**src/verilog/satl_pkg.sv**
```systemverilog
// constants, types and timing shared by both ends of the attenuator serial link
// assumes a 10 MHz system clock on each end; the link clock is sampled, not used as a clock
package satl_pkg;
    localparam int WORD_BITS = 6;
    localparam int STEP_BITS = 5;
    localparam int START_POS = 5;
    localparam int STEP8_POS = 4;
    localparam int STEP4_POS = 3;
    localparam int STEP2_POS = 2;
    localparam int STEP1_POS = 1;
    localparam int STEPH_POS = 0;
    localparam logic START_BIT_VALUE = 1'b0;

    localparam int CLK_PERIOD_NS = 100;
    // host link clock half period: 10 MHz / 8 = 1.25 MHz link, far under the link limit
    localparam int LINK_MAX_MHZ = 10;
    localparam int HALF_PERIOD_NS = 400;
    localparam int HALF_CYCLES = (HALF_PERIOD_NS + CLK_PERIOD_NS - 1) / CLK_PERIOD_NS;
    localparam int STROBE_SETUP_NS = 10;
    localparam int STROBE_SETUP_CYCLES =
        ((STROBE_SETUP_NS + CLK_PERIOD_NS - 1) / CLK_PERIOD_NS) < 1 ? 1 :
        ((STROBE_SETUP_NS + CLK_PERIOD_NS - 1) / CLK_PERIOD_NS);
    localparam int STROBE_WIDTH_NS = 30;
    localparam int STROBE_WIDTH_CYCLES =
        ((STROBE_WIDTH_NS + CLK_PERIOD_NS - 1) / CLK_PERIOD_NS) < 1 ? 1 :
        ((STROBE_WIDTH_NS + CLK_PERIOD_NS - 1) / CLK_PERIOD_NS);
    localparam int CNT_BITS = 4;
    localparam logic [CNT_BITS-1:0] HALF_CNT = CNT_BITS'(HALF_CYCLES - 1);
    localparam logic [CNT_BITS-1:0] SETUP_CNT = CNT_BITS'(STROBE_SETUP_CYCLES - 1);
    localparam logic [CNT_BITS-1:0] WIDTH_CNT = CNT_BITS'(STROBE_WIDTH_CYCLES - 1);
    localparam logic [CNT_BITS-1:0] BIT_LAST = CNT_BITS'(WORD_BITS - 1);

    typedef logic [WORD_BITS-1:0] satl_word_t;
    typedef logic [STEP_BITS-1:0] satl_step_t;

    typedef enum logic [4:0] {
        HS_IDLE   = 5'b0_0001,
        HS_LOW    = 5'b0_0010,
        HS_HIGH   = 5'b0_0100,
        HS_SETUP  = 5'b0_1000,
        HS_STROBE = 5'b1_0000
    } satl_host_state_e;
endpackage

```
**src/verilog/satl_link_if.sv**
```systemverilog
// serial link between host controller and attenuator word loader
// assumes all three wires are driven by the host only
`timescale 1ns/1ns
interface satl_link_if;
    logic serialData;
    logic serialClk;
    logic latch_load_strobe;

    modport host (output serialData, output serialClk, output latch_load_strobe);
    modport device (input serialData, input serialClk, input latch_load_strobe);
endinterface

```
**src/verilog/satl_host_ctrl.sv**
```systemverilog
// host end: shifts one six-bit word on the link and pulses the load strobe
// assumes the user holds wordValid until wordReady; link clock made by divider
`timescale 1ns/1ns
module satl_host_ctrl (
    // system
    input  wire logic              clk,
    input  wire logic              rst_b,
    // user request
    input  wire logic              wordValid,
    input  wire satl_pkg::satl_step_t wordSteps,
    output logic                   wordReady,
    output logic                   busy,
    // link
    satl_link_if.host              link
);
    satl_pkg::satl_host_state_e state_q;
    satl_pkg::satl_word_t       shift_q;
    logic [satl_pkg::CNT_BITS-1:0] timer_q;
    logic [satl_pkg::CNT_BITS-1:0] bitCnt_q;
    logic                       dataOut_q;
    logic                       clkOut_q;
    logic                       strobeOut_q;

    assign wordReady = (state_q == satl_pkg::HS_IDLE);
    assign busy      = ~wordReady;
    assign link.serialData        = dataOut_q;
    assign link.serialClk         = clkOut_q;
    assign link.latch_load_strobe = strobeOut_q;

    // sequencer: low half, high half per bit, then setup gap and strobe pulse
    always_ff @(posedge clk or negedge rst_b) begin
        if (!rst_b) begin
            state_q     <= satl_pkg::HS_IDLE;
            shift_q     <= '0;
            timer_q     <= '0;
            bitCnt_q    <= '0;
            dataOut_q   <= 1'b0;
            clkOut_q    <= 1'b0;
            strobeOut_q <= 1'b0;
        end else begin
            case (state_q)
                satl_pkg::HS_IDLE: begin
                    if (wordValid) begin
                        // start bit forced low, word sent msb first
                        shift_q   <= {satl_pkg::START_BIT_VALUE, wordSteps};
                        dataOut_q <= satl_pkg::START_BIT_VALUE;
                        timer_q   <= satl_pkg::HALF_CNT;
                        bitCnt_q  <= '0;
                        state_q   <= satl_pkg::HS_LOW;
                    end
                end
                satl_pkg::HS_LOW: begin
                    // data settles in the first low cycle, three cycles before the rise
                    if (timer_q == '0) begin
                        clkOut_q <= 1'b1;
                        timer_q  <= satl_pkg::HALF_CNT;
                        state_q  <= satl_pkg::HS_HIGH;
                    end else begin
                        timer_q <= timer_q - 1'b1;
                        // next bit one cycle after the fall: the old bit is held past it
                        if (timer_q == satl_pkg::HALF_CNT)
                            dataOut_q <= shift_q[satl_pkg::WORD_BITS-1];
                    end
                end
                satl_pkg::HS_HIGH: begin
                    if (timer_q == '0) begin
                        clkOut_q <= 1'b0;
                        timer_q  <= satl_pkg::HALF_CNT;
                        if (bitCnt_q == satl_pkg::BIT_LAST) begin
                            timer_q <= satl_pkg::SETUP_CNT;
                            state_q <= satl_pkg::HS_SETUP;
                        end else begin
                            // shift now; the new bit is driven one cycle after the fall
                            shift_q  <= {shift_q[satl_pkg::WORD_BITS-2:0], 1'b0};
                            bitCnt_q <= bitCnt_q + 1'b1;
                            state_q  <= satl_pkg::HS_LOW;
                        end
                    end else begin
                        timer_q <= timer_q - 1'b1;
                    end
                end
                satl_pkg::HS_SETUP: begin
                    // strobe held low through the whole word
                    if (timer_q == '0) begin
                        strobeOut_q <= 1'b1;
                        timer_q     <= satl_pkg::WIDTH_CNT;
                        state_q     <= satl_pkg::HS_STROBE;
                    end else begin
                        timer_q <= timer_q - 1'b1;
                    end
                end
                satl_pkg::HS_STROBE: begin
                    if (timer_q == '0) begin
                        strobeOut_q <= 1'b0;
                        state_q     <= satl_pkg::HS_IDLE;
                    end else begin
                        timer_q <= timer_q - 1'b1;
                    end
                end
                default: begin
                    state_q     <= satl_pkg::HS_IDLE;
                    clkOut_q    <= 1'b0;
                    strobeOut_q <= 1'b0;
                end
            endcase
        end
    end
endmodule

```
**src/flat_wrapper.sv**
```systemverilog
// flat-port wrapper written by rule: the top's interface ports become plain ports
module satl_host_ctrl_flat 
  (clk, rst_b, wordValid, wordSteps, wordReady, busy, link_serialData, link_serialClk, link_latch_load_strobe);
  satl_link_if link_i ();
  input  wire logic clk;
  input  wire logic rst_b;
  input  wire logic wordValid;
  input  wire satl_pkg::satl_step_t wordSteps;
  output logic wordReady;
  output logic busy;
  output wire logic [$bits(link_i.serialData)-1:0] link_serialData;
  output wire logic [$bits(link_i.serialClk)-1:0] link_serialClk;
  output wire logic [$bits(link_i.latch_load_strobe)-1:0] link_latch_load_strobe;
  assign link_serialData = link_i.serialData;
  assign link_serialClk = link_i.serialClk;
  assign link_latch_load_strobe = link_i.latch_load_strobe;
  satl_host_ctrl u_core (.clk(clk), .rst_b(rst_b), .wordValid(wordValid), .wordSteps(wordSteps), .wordReady(wordReady), .busy(busy), .link(link_i));
endmodule
```
**config.mk**
```make
export PLATFORM = sky130hd
export DESIGN_NAME = satl_host_ctrl_flat
export DESIGN_NICKNAME = d
export VERILOG_FILES = /design/src/verilog/satl_pkg.sv /design/src/verilog/satl_link_if.sv /design/src/verilog/satl_host_ctrl.sv /design/src/flat_wrapper.sv
export SDC_FILE = /design/constraint.sdc
export NUM_CORES = 1
export LEC_CHECK = 0
export ABC_AREA = 0
export BUFFER_PORTS_ARGS = -buffer_cell sky130_fd_sc_hd__buf_2
export CAP_MARGIN = 20
export CORE_MARGIN = 2
export CORE_UTILIZATION = 35
export DETAILED_ROUTE_END_ITERATION = 8
export GPL_TIMING_DRIVEN = 1
export PLACE_DENSITY_LB_ADDON = 0.08
export SKIP_CTS_REPAIR_TIMING = 1
export SYNTH_ARGS = -nofsm -noshare
export SYNTH_HDL_FRONTEND = slang
export SYNTH_SLANG_ARGS = --single-unit
```
**constraint.sdc**
```tcl
create_clock -name clk -period 2.5 [get_ports clk]
set_input_delay 0.375 -clock clk [delete_from_list [all_inputs] [get_ports clk]]
set_output_delay 0.375 -clock clk [all_outputs]
set_load 0.01 [all_outputs]
```
==> flow_summary.ini, run 1 <==
[setup_path]
crit_path_end_kind = flop
worst_path_max_delay_cell = or3b_1
crit_type = reg -> reg
path_cells = inv_1, ha_1, or3b_1, o211ai_1, a22oi_1, o32a_1
cp.arrival_ns = 2.16
crit_family = compound AO/OA/AOI/OAI gates
critPathBufInv = 1
critical_path_required_ns = 2.64
critPathLaunchType = flop
slowest_delay_ns = 0.50
cp_max_fo = 8

[power]
p_clk_share_pct = 17.1
power_switching_mw = 0.6269
pwr-share-comb_pct = 45.1
seqPwrFrac_pct = 37.9
vdd_drop_max_mv = 0.3270
powerDensity_nw_per_um2 = 1002
leakage_nw = 0.7036
swShare_pct = 41.93
p_int_mw = 0.8681

[logic_synthesis]
yosysMostFrequentCell = dfrtp_1
ys_ff_latch = 22
synth-edff-count = 0
async_flop_share_pct = 100.0
yosysSeqAreaShare_pct = 40.72
synth.avg_cell_area_sq_um = 9.345
synth_cell_types = 46
yosysWarnings = 0
synth_ff_type = dfrtp_1
synth_top_area_share_pct = 38.78
synth_area_leaders = dfrtp_1 39%, ha_1 4.6%, nand2_1 4.4%
syn-num-nets = 158
syn_area_sq_um = 1355
synth_commonest_cells = 21 x dfrtp_1, 16 x nand2_1, 9 x o21ai_0
synthCells = 145
yosysTopAreaCell = dfrtp_1

[global_routing]
grt.overflow.total = 0
grt_pass1_wl_mm = 5.140
grtUsageTotal_pct = 15.07
antenna_found_initial = 0
grt_max_degree = 23
grt_pass1_vias = 1093

[route]
avgRoutedWirePerCell_um = 14.04
num_vias = 1090
dr.pass1.iters = 4
drt_iter0_markers = 109
route.antenna.remaining_nets = 0
viasPerCell = 5.343
drcViolationCount = 0
routed_wl_mm = 2.865

[placed_design]
hpwlAfterDp_mm = 2.131
place_congestion = 0.8589
portBuffers = 12
place_area_sq_um = 1438

[timing]
slew_violations = 0
grt_setup_unrepaired = false
setup_viol = 0
fin_crit_ns = 2.020
fin_crit_sh_pct = 80.81
fmax_ghz = 0.4950
tns_ns = 0
relSlewSlack_pct = 64.82
finalHoldViolCount = 0
finClkSkew_ns = 0.007387
worst_pin_slew_ns = 0.5277

[floorplanning]
row_count = 22
ios = 13
die-height_um = 66.22
dieArea_sq_um = 4385
coreArea_sq_um = 3689
initial_core_util_pct = 36.74
die_w_um = 66.22

[cts]
clockBufferDepth = 2
cts.sink_count = 22
cts_max_level = 1
worstSkewPairLatency_ns = 0.26
cts_tree = built
cts_buffers = 3
clk_pin_slew_ns = 0.08
ctsRootBufferMaster = clkbuf_8

[status]
outcome = completed

[hold_path]
hold_class = in -> async

[final_layout]
design_area_sq_um = 1493
area_growth_pct = 10.16
drive_gt1_share_pct = 17.95
nets = 170
n_antenna_cell = 0

[flow_run]
maxCapViolations = 0
## final cells by class
| type | instances | area (sq um) |
|---|---|---|
| sequential | 22 | 551.8 |
| timing repair buffer | 16 | 90.09 |
| clock buffer | 4 | 55.05 |
| fill | 380 | 2196 |
| multi-input combinational | 108 | 713.2 |
| inverter | 6 | 22.52 |
| tap | 48 | 60.06 |
## routing by layer
metal  part of all wire [%]  GRT usage [%]  vias up
met5                      0              0        -
met1                     49          20.65      524
met2                     47          24.13       15
li1                       -              -      549
met4                   0.77          5.357        0
met3                    2.5          2.044        2
## power groups by stage
stage	combinational [mW]	clock, mW	sequential [mW]
after global placement	0.678	0	0.574
after floorplan	0.603	0	0.512
after detailed placement	0.676	0	0.573
after CTS	0.680	0.268	0.566
final	0.674	0.255	0.566
after global routing	0.766	0.286	0.584
## through the flow
step / utilization, % / worst slack, ns / instances / hold WS (ns) / power [mW]
4_1_cts: 40.47 / 0.4823 / 204 / 0.09181 / 1.514
6_report: 40.47 / 0.4798 / 204 / 0.07884 / 1.495
3_3_place_gp: 38.98 / 0.5509 / 200 / 0.3721 / 1.252
2_1_floorplan: - / 0.6398 / 145 / 0.07941 / 1.115
3_5_place_dp: 38.98 / 0.4928 / 200 / 0.3834 / 1.250
5_1_grt: 40.47 / 0.3887 / 204 / 0.09857 / 1.635
## layout by cell type (no fill, tap or decap), types with 2 or more instances in the layout
master,Yosys,layout
a22oi_1,2,2
a21oi_1,2,2
nand2_1,16,16
buf_2,0,12
nor2_1,6,6
o21ai_1,7,7
nand3_1,8,8
o21ai_0,9,9
a31oi_1,5,5
nor3_1,4,4
or3_1,2,2
clkbuf_8,0,4
buf_4,2,4
dfrtp_1,21,21
nand4_1,2,2
xor2_1,2,2
o31ai_1,2,2
inv_1,6,6
nand2b_1,4,4
o211ai_1,4,4
and3_1,2,2
mux2i_1,4,4
ha_1,5,5
## flip-flops by register name, indices dropped and copies added (netlist names)
name,flops
u_core.shift_q,6
u_core.state_q,5
u_core.bitCnt_q,4
u_core.timer_q,4
u_core.link.latch_load_strobe,1
u_core.link.serialClk,1
u_core.link.serialData,1
## path summary, 6_finish.rpt
kind / from / endpoint / slack [ns] / depth (start not counted)
setup / recovery: u_core.timer_q[0] / u_core.timer_q[1] / 0.48 / 6
min in group clk: wordSteps[0] / u_core.shift_q[0] / 0.34 / 3
max in group asynchronous: rst_b / u_core.state_q[0] / 2.05 / 1
hold reg to reg: u_core.shift_q[3] / u_core.shift_q[3] / 0.49 / 2
setup reg to reg: u_core.timer_q[0] / u_core.timer_q[1] / 0.48 / 6
hold / removal: rst_b / u_core.shift_q[1] / 0.08 / 1
## logic make-up (layout without fill, tap and decap cells)
| family | count (synthesis) | in the layout | synth area share [%] |
|---|---|---|---|
| adder cells (fa/ha/maj) | 5 | 5 | 4.617 |
| AND/OR/NAND/NOR | 58 | 58 | 24.19 |
| AO/OA/AOI/OAI | 39 | 39 | 19.02 |
| buffers and inverters | 15 | 26 | 7.201 |
| multiplexers | 4 | 4 | 2.955 |
| flip-flops | 22 | 22 | 40.72 |
| XOR/XNOR | 2 | 2 | 1.293 |
## worst reg2reg max path, stage by stage, from the launching register on
cell      delay (ns)
dfrtp_1         0.41
inv_1           0.12
ha_1            0.21
or3b_1          0.50
o211ai_1        0.24
a22oi_1         0.09
o32a_1          0.34
Note: power is estimated with default switching activity, not from simulation.
==> inputs of run 2 (changes only) <==
- clock period: 2.5 -> 1.74 ns (I/O delays scaled with it)
==> flow_summary.ini, run 2 (synthesis gave the netlist of run 1 again) <==
[setup_path]
critPathBufInv = 0
crit_path_end_kind = flop
worst_path_max_delay_cell = dfrtp_2
critical_path_required_ns = 1.94
cp_max_fo = 5
crit_type = reg -> reg
crit_family = simple AND/OR/NAND/NOR gates
critPathLaunchType = flop
worst-r2r-setup-slack_ns = -0.04
path_cells = xor2_2, a221oi_4, o32ai_2, or4_1, nand3_1
cp.arrival_ns = 1.98
slowest_delay_ns = 0.48

[final_layout]
drive_gt1_share_pct = 42.11
n_antenna_cell = 0
instances_no_fill = 238
design_area_sq_um = 1867
reg_top3 = u_core.shift_q x6, u_core.state_q x5
layout_commonest_cell = buf_4
final_cell_mix = 34 x buf_4, 17 x dfrtp_1, 16 x nand2_1
largest_reg_flops = 6
largest-register = u_core.shift_q
nFillCells = 378
nets = 204
final_core_utilization_pct = 50.61
area_growth_pct = 37.77

[route]
dr.pass1.iters = 5
met2_length_mm = 1.711
viasPerCell = 5.282
num_vias = 1257
routed_wl_mm = 3.444
drcViolationCount = 0
met3_length_um = 83
route.antenna.remaining_nets = 0
highest_layer = met4
avgRoutedWirePerCell_um = 14.47
drt_iter0_markers = 29
wl_met1_mm = 1.627

[timing]
fin_crit_sh_pct = 102.3
setup_slack_ns = -0.03937
setup_viol = 2
relSlewSlack_pct = 66.94
slew_violations = 0
fin_crit_ns = 1.779
finalHoldViolCount = 0
grt_setup_unrepaired = true
worst_pin_slew_ns = 0.4959
fmax_ghz = 0.5620
finClkSkew_ns = 0.003219

[placed_design]
place_area_sq_um = 1653
portBuffers = 12
dp_slack_ns = -0.1070
place_congestion = 0.7881
place_inst = 228
hpwlAfterDp_mm = 2.515

[floorplanning]
dieArea_sq_um = 4385
coreArea_sq_um = 3689
initial_core_util_pct = 36.74
row_count = 22
ios = 13
die_w_um = 66.22
die-height_um = 66.22

[cts]
cts.sink_count = 22
cts_tree = built
cts_max_level = 1
ctsRootBufferMaster = clkbuf_8
clockBufferDepth = 2
clk_pin_slew_ns = 0.08
worstSkewPairLatency_ns = 0.26
cts_buffers = 3

[global_routing]
grt_max_degree = 23
grt_pass1_wl_mm = 5.699
grt_pass1_vias = 1249
grtUsageTotal_pct = 17.05
grt.overflow.total = 0
antenna_found_initial = 0

[power]
vdd_drop_max_mv = 0.5436
powerDensity_nw_per_um2 = 1468
leakage_nw = 0.8933

[status]
outcome = complete, but fails checks
violations = negative setup slack

[flow_run]
maxCapViolations = 0

[hold_path]
hold_class = in -> reg
==> run 2: power by group <==
part / internal, mW / switching (mW)
combinational: 0.802 / 0.769
clock: 0.163 / 0.165
sequential: 0.658 / 0.182
total: 1.62 / 1.12
==> run 2: area by class of cell <==
cell class	instances	area [sq um]	area share, %
clock buffers	4	45.04	2.413
repair buffers	50	359.1	19.24
inverters	6	22.52	1.206
multi-input cells	108	823.3	44.10
flip-flops and latches	22	556.8	29.83
well taps	48	60.06	3.217
==> run 2: worst paths after layout <==
check / from / cells past startpoint / endpoint
worst min-delay path: wordSteps[0] / 3 / u_core.shift_q[0]
min in group asynchronous: rst_b / 2 / u_core.bitCnt_q[1]
worst min register to register: u_core.shift_q[3] / 2 / u_core.shift_q[3]
worst max-delay path: u_core.state_q[1] / 5 / u_core.bitCnt_q[3]
worst max register to register: u_core.state_q[1] / 5 / u_core.bitCnt_q[3]
max in group asynchronous: rst_b / 2 / u_core.state_q[0]
==> run 2: routing by layer <==
layer | global-route usage (%) | vias up
met5 | 0 | -
met4 | 6.122 | 0
met3 | 2.044 | 2
met2 | 29.13 | 14
met1 | 21.99 | 624
li1 | - | 617
==> run 2: worst min-delay path, cell delays in order <==
cell	delay (ns)
buf_2	0.10
nand2_1	0.05
o21ai_1	0.05
==> run 2: through the flow <==
stage               setup TNS (ns)  power (mW)  hold WS [ns]
floorplan                 -0.02689       1.630      -0.03459
global placement           -0.2046       2.152        0.2603
detailed placement         -0.5097       2.158        0.2599
CTS                        -0.7874       2.491      -0.02542
global route               -0.7418       2.960        0.2208
finish                    -0.05539       2.740        0.2240
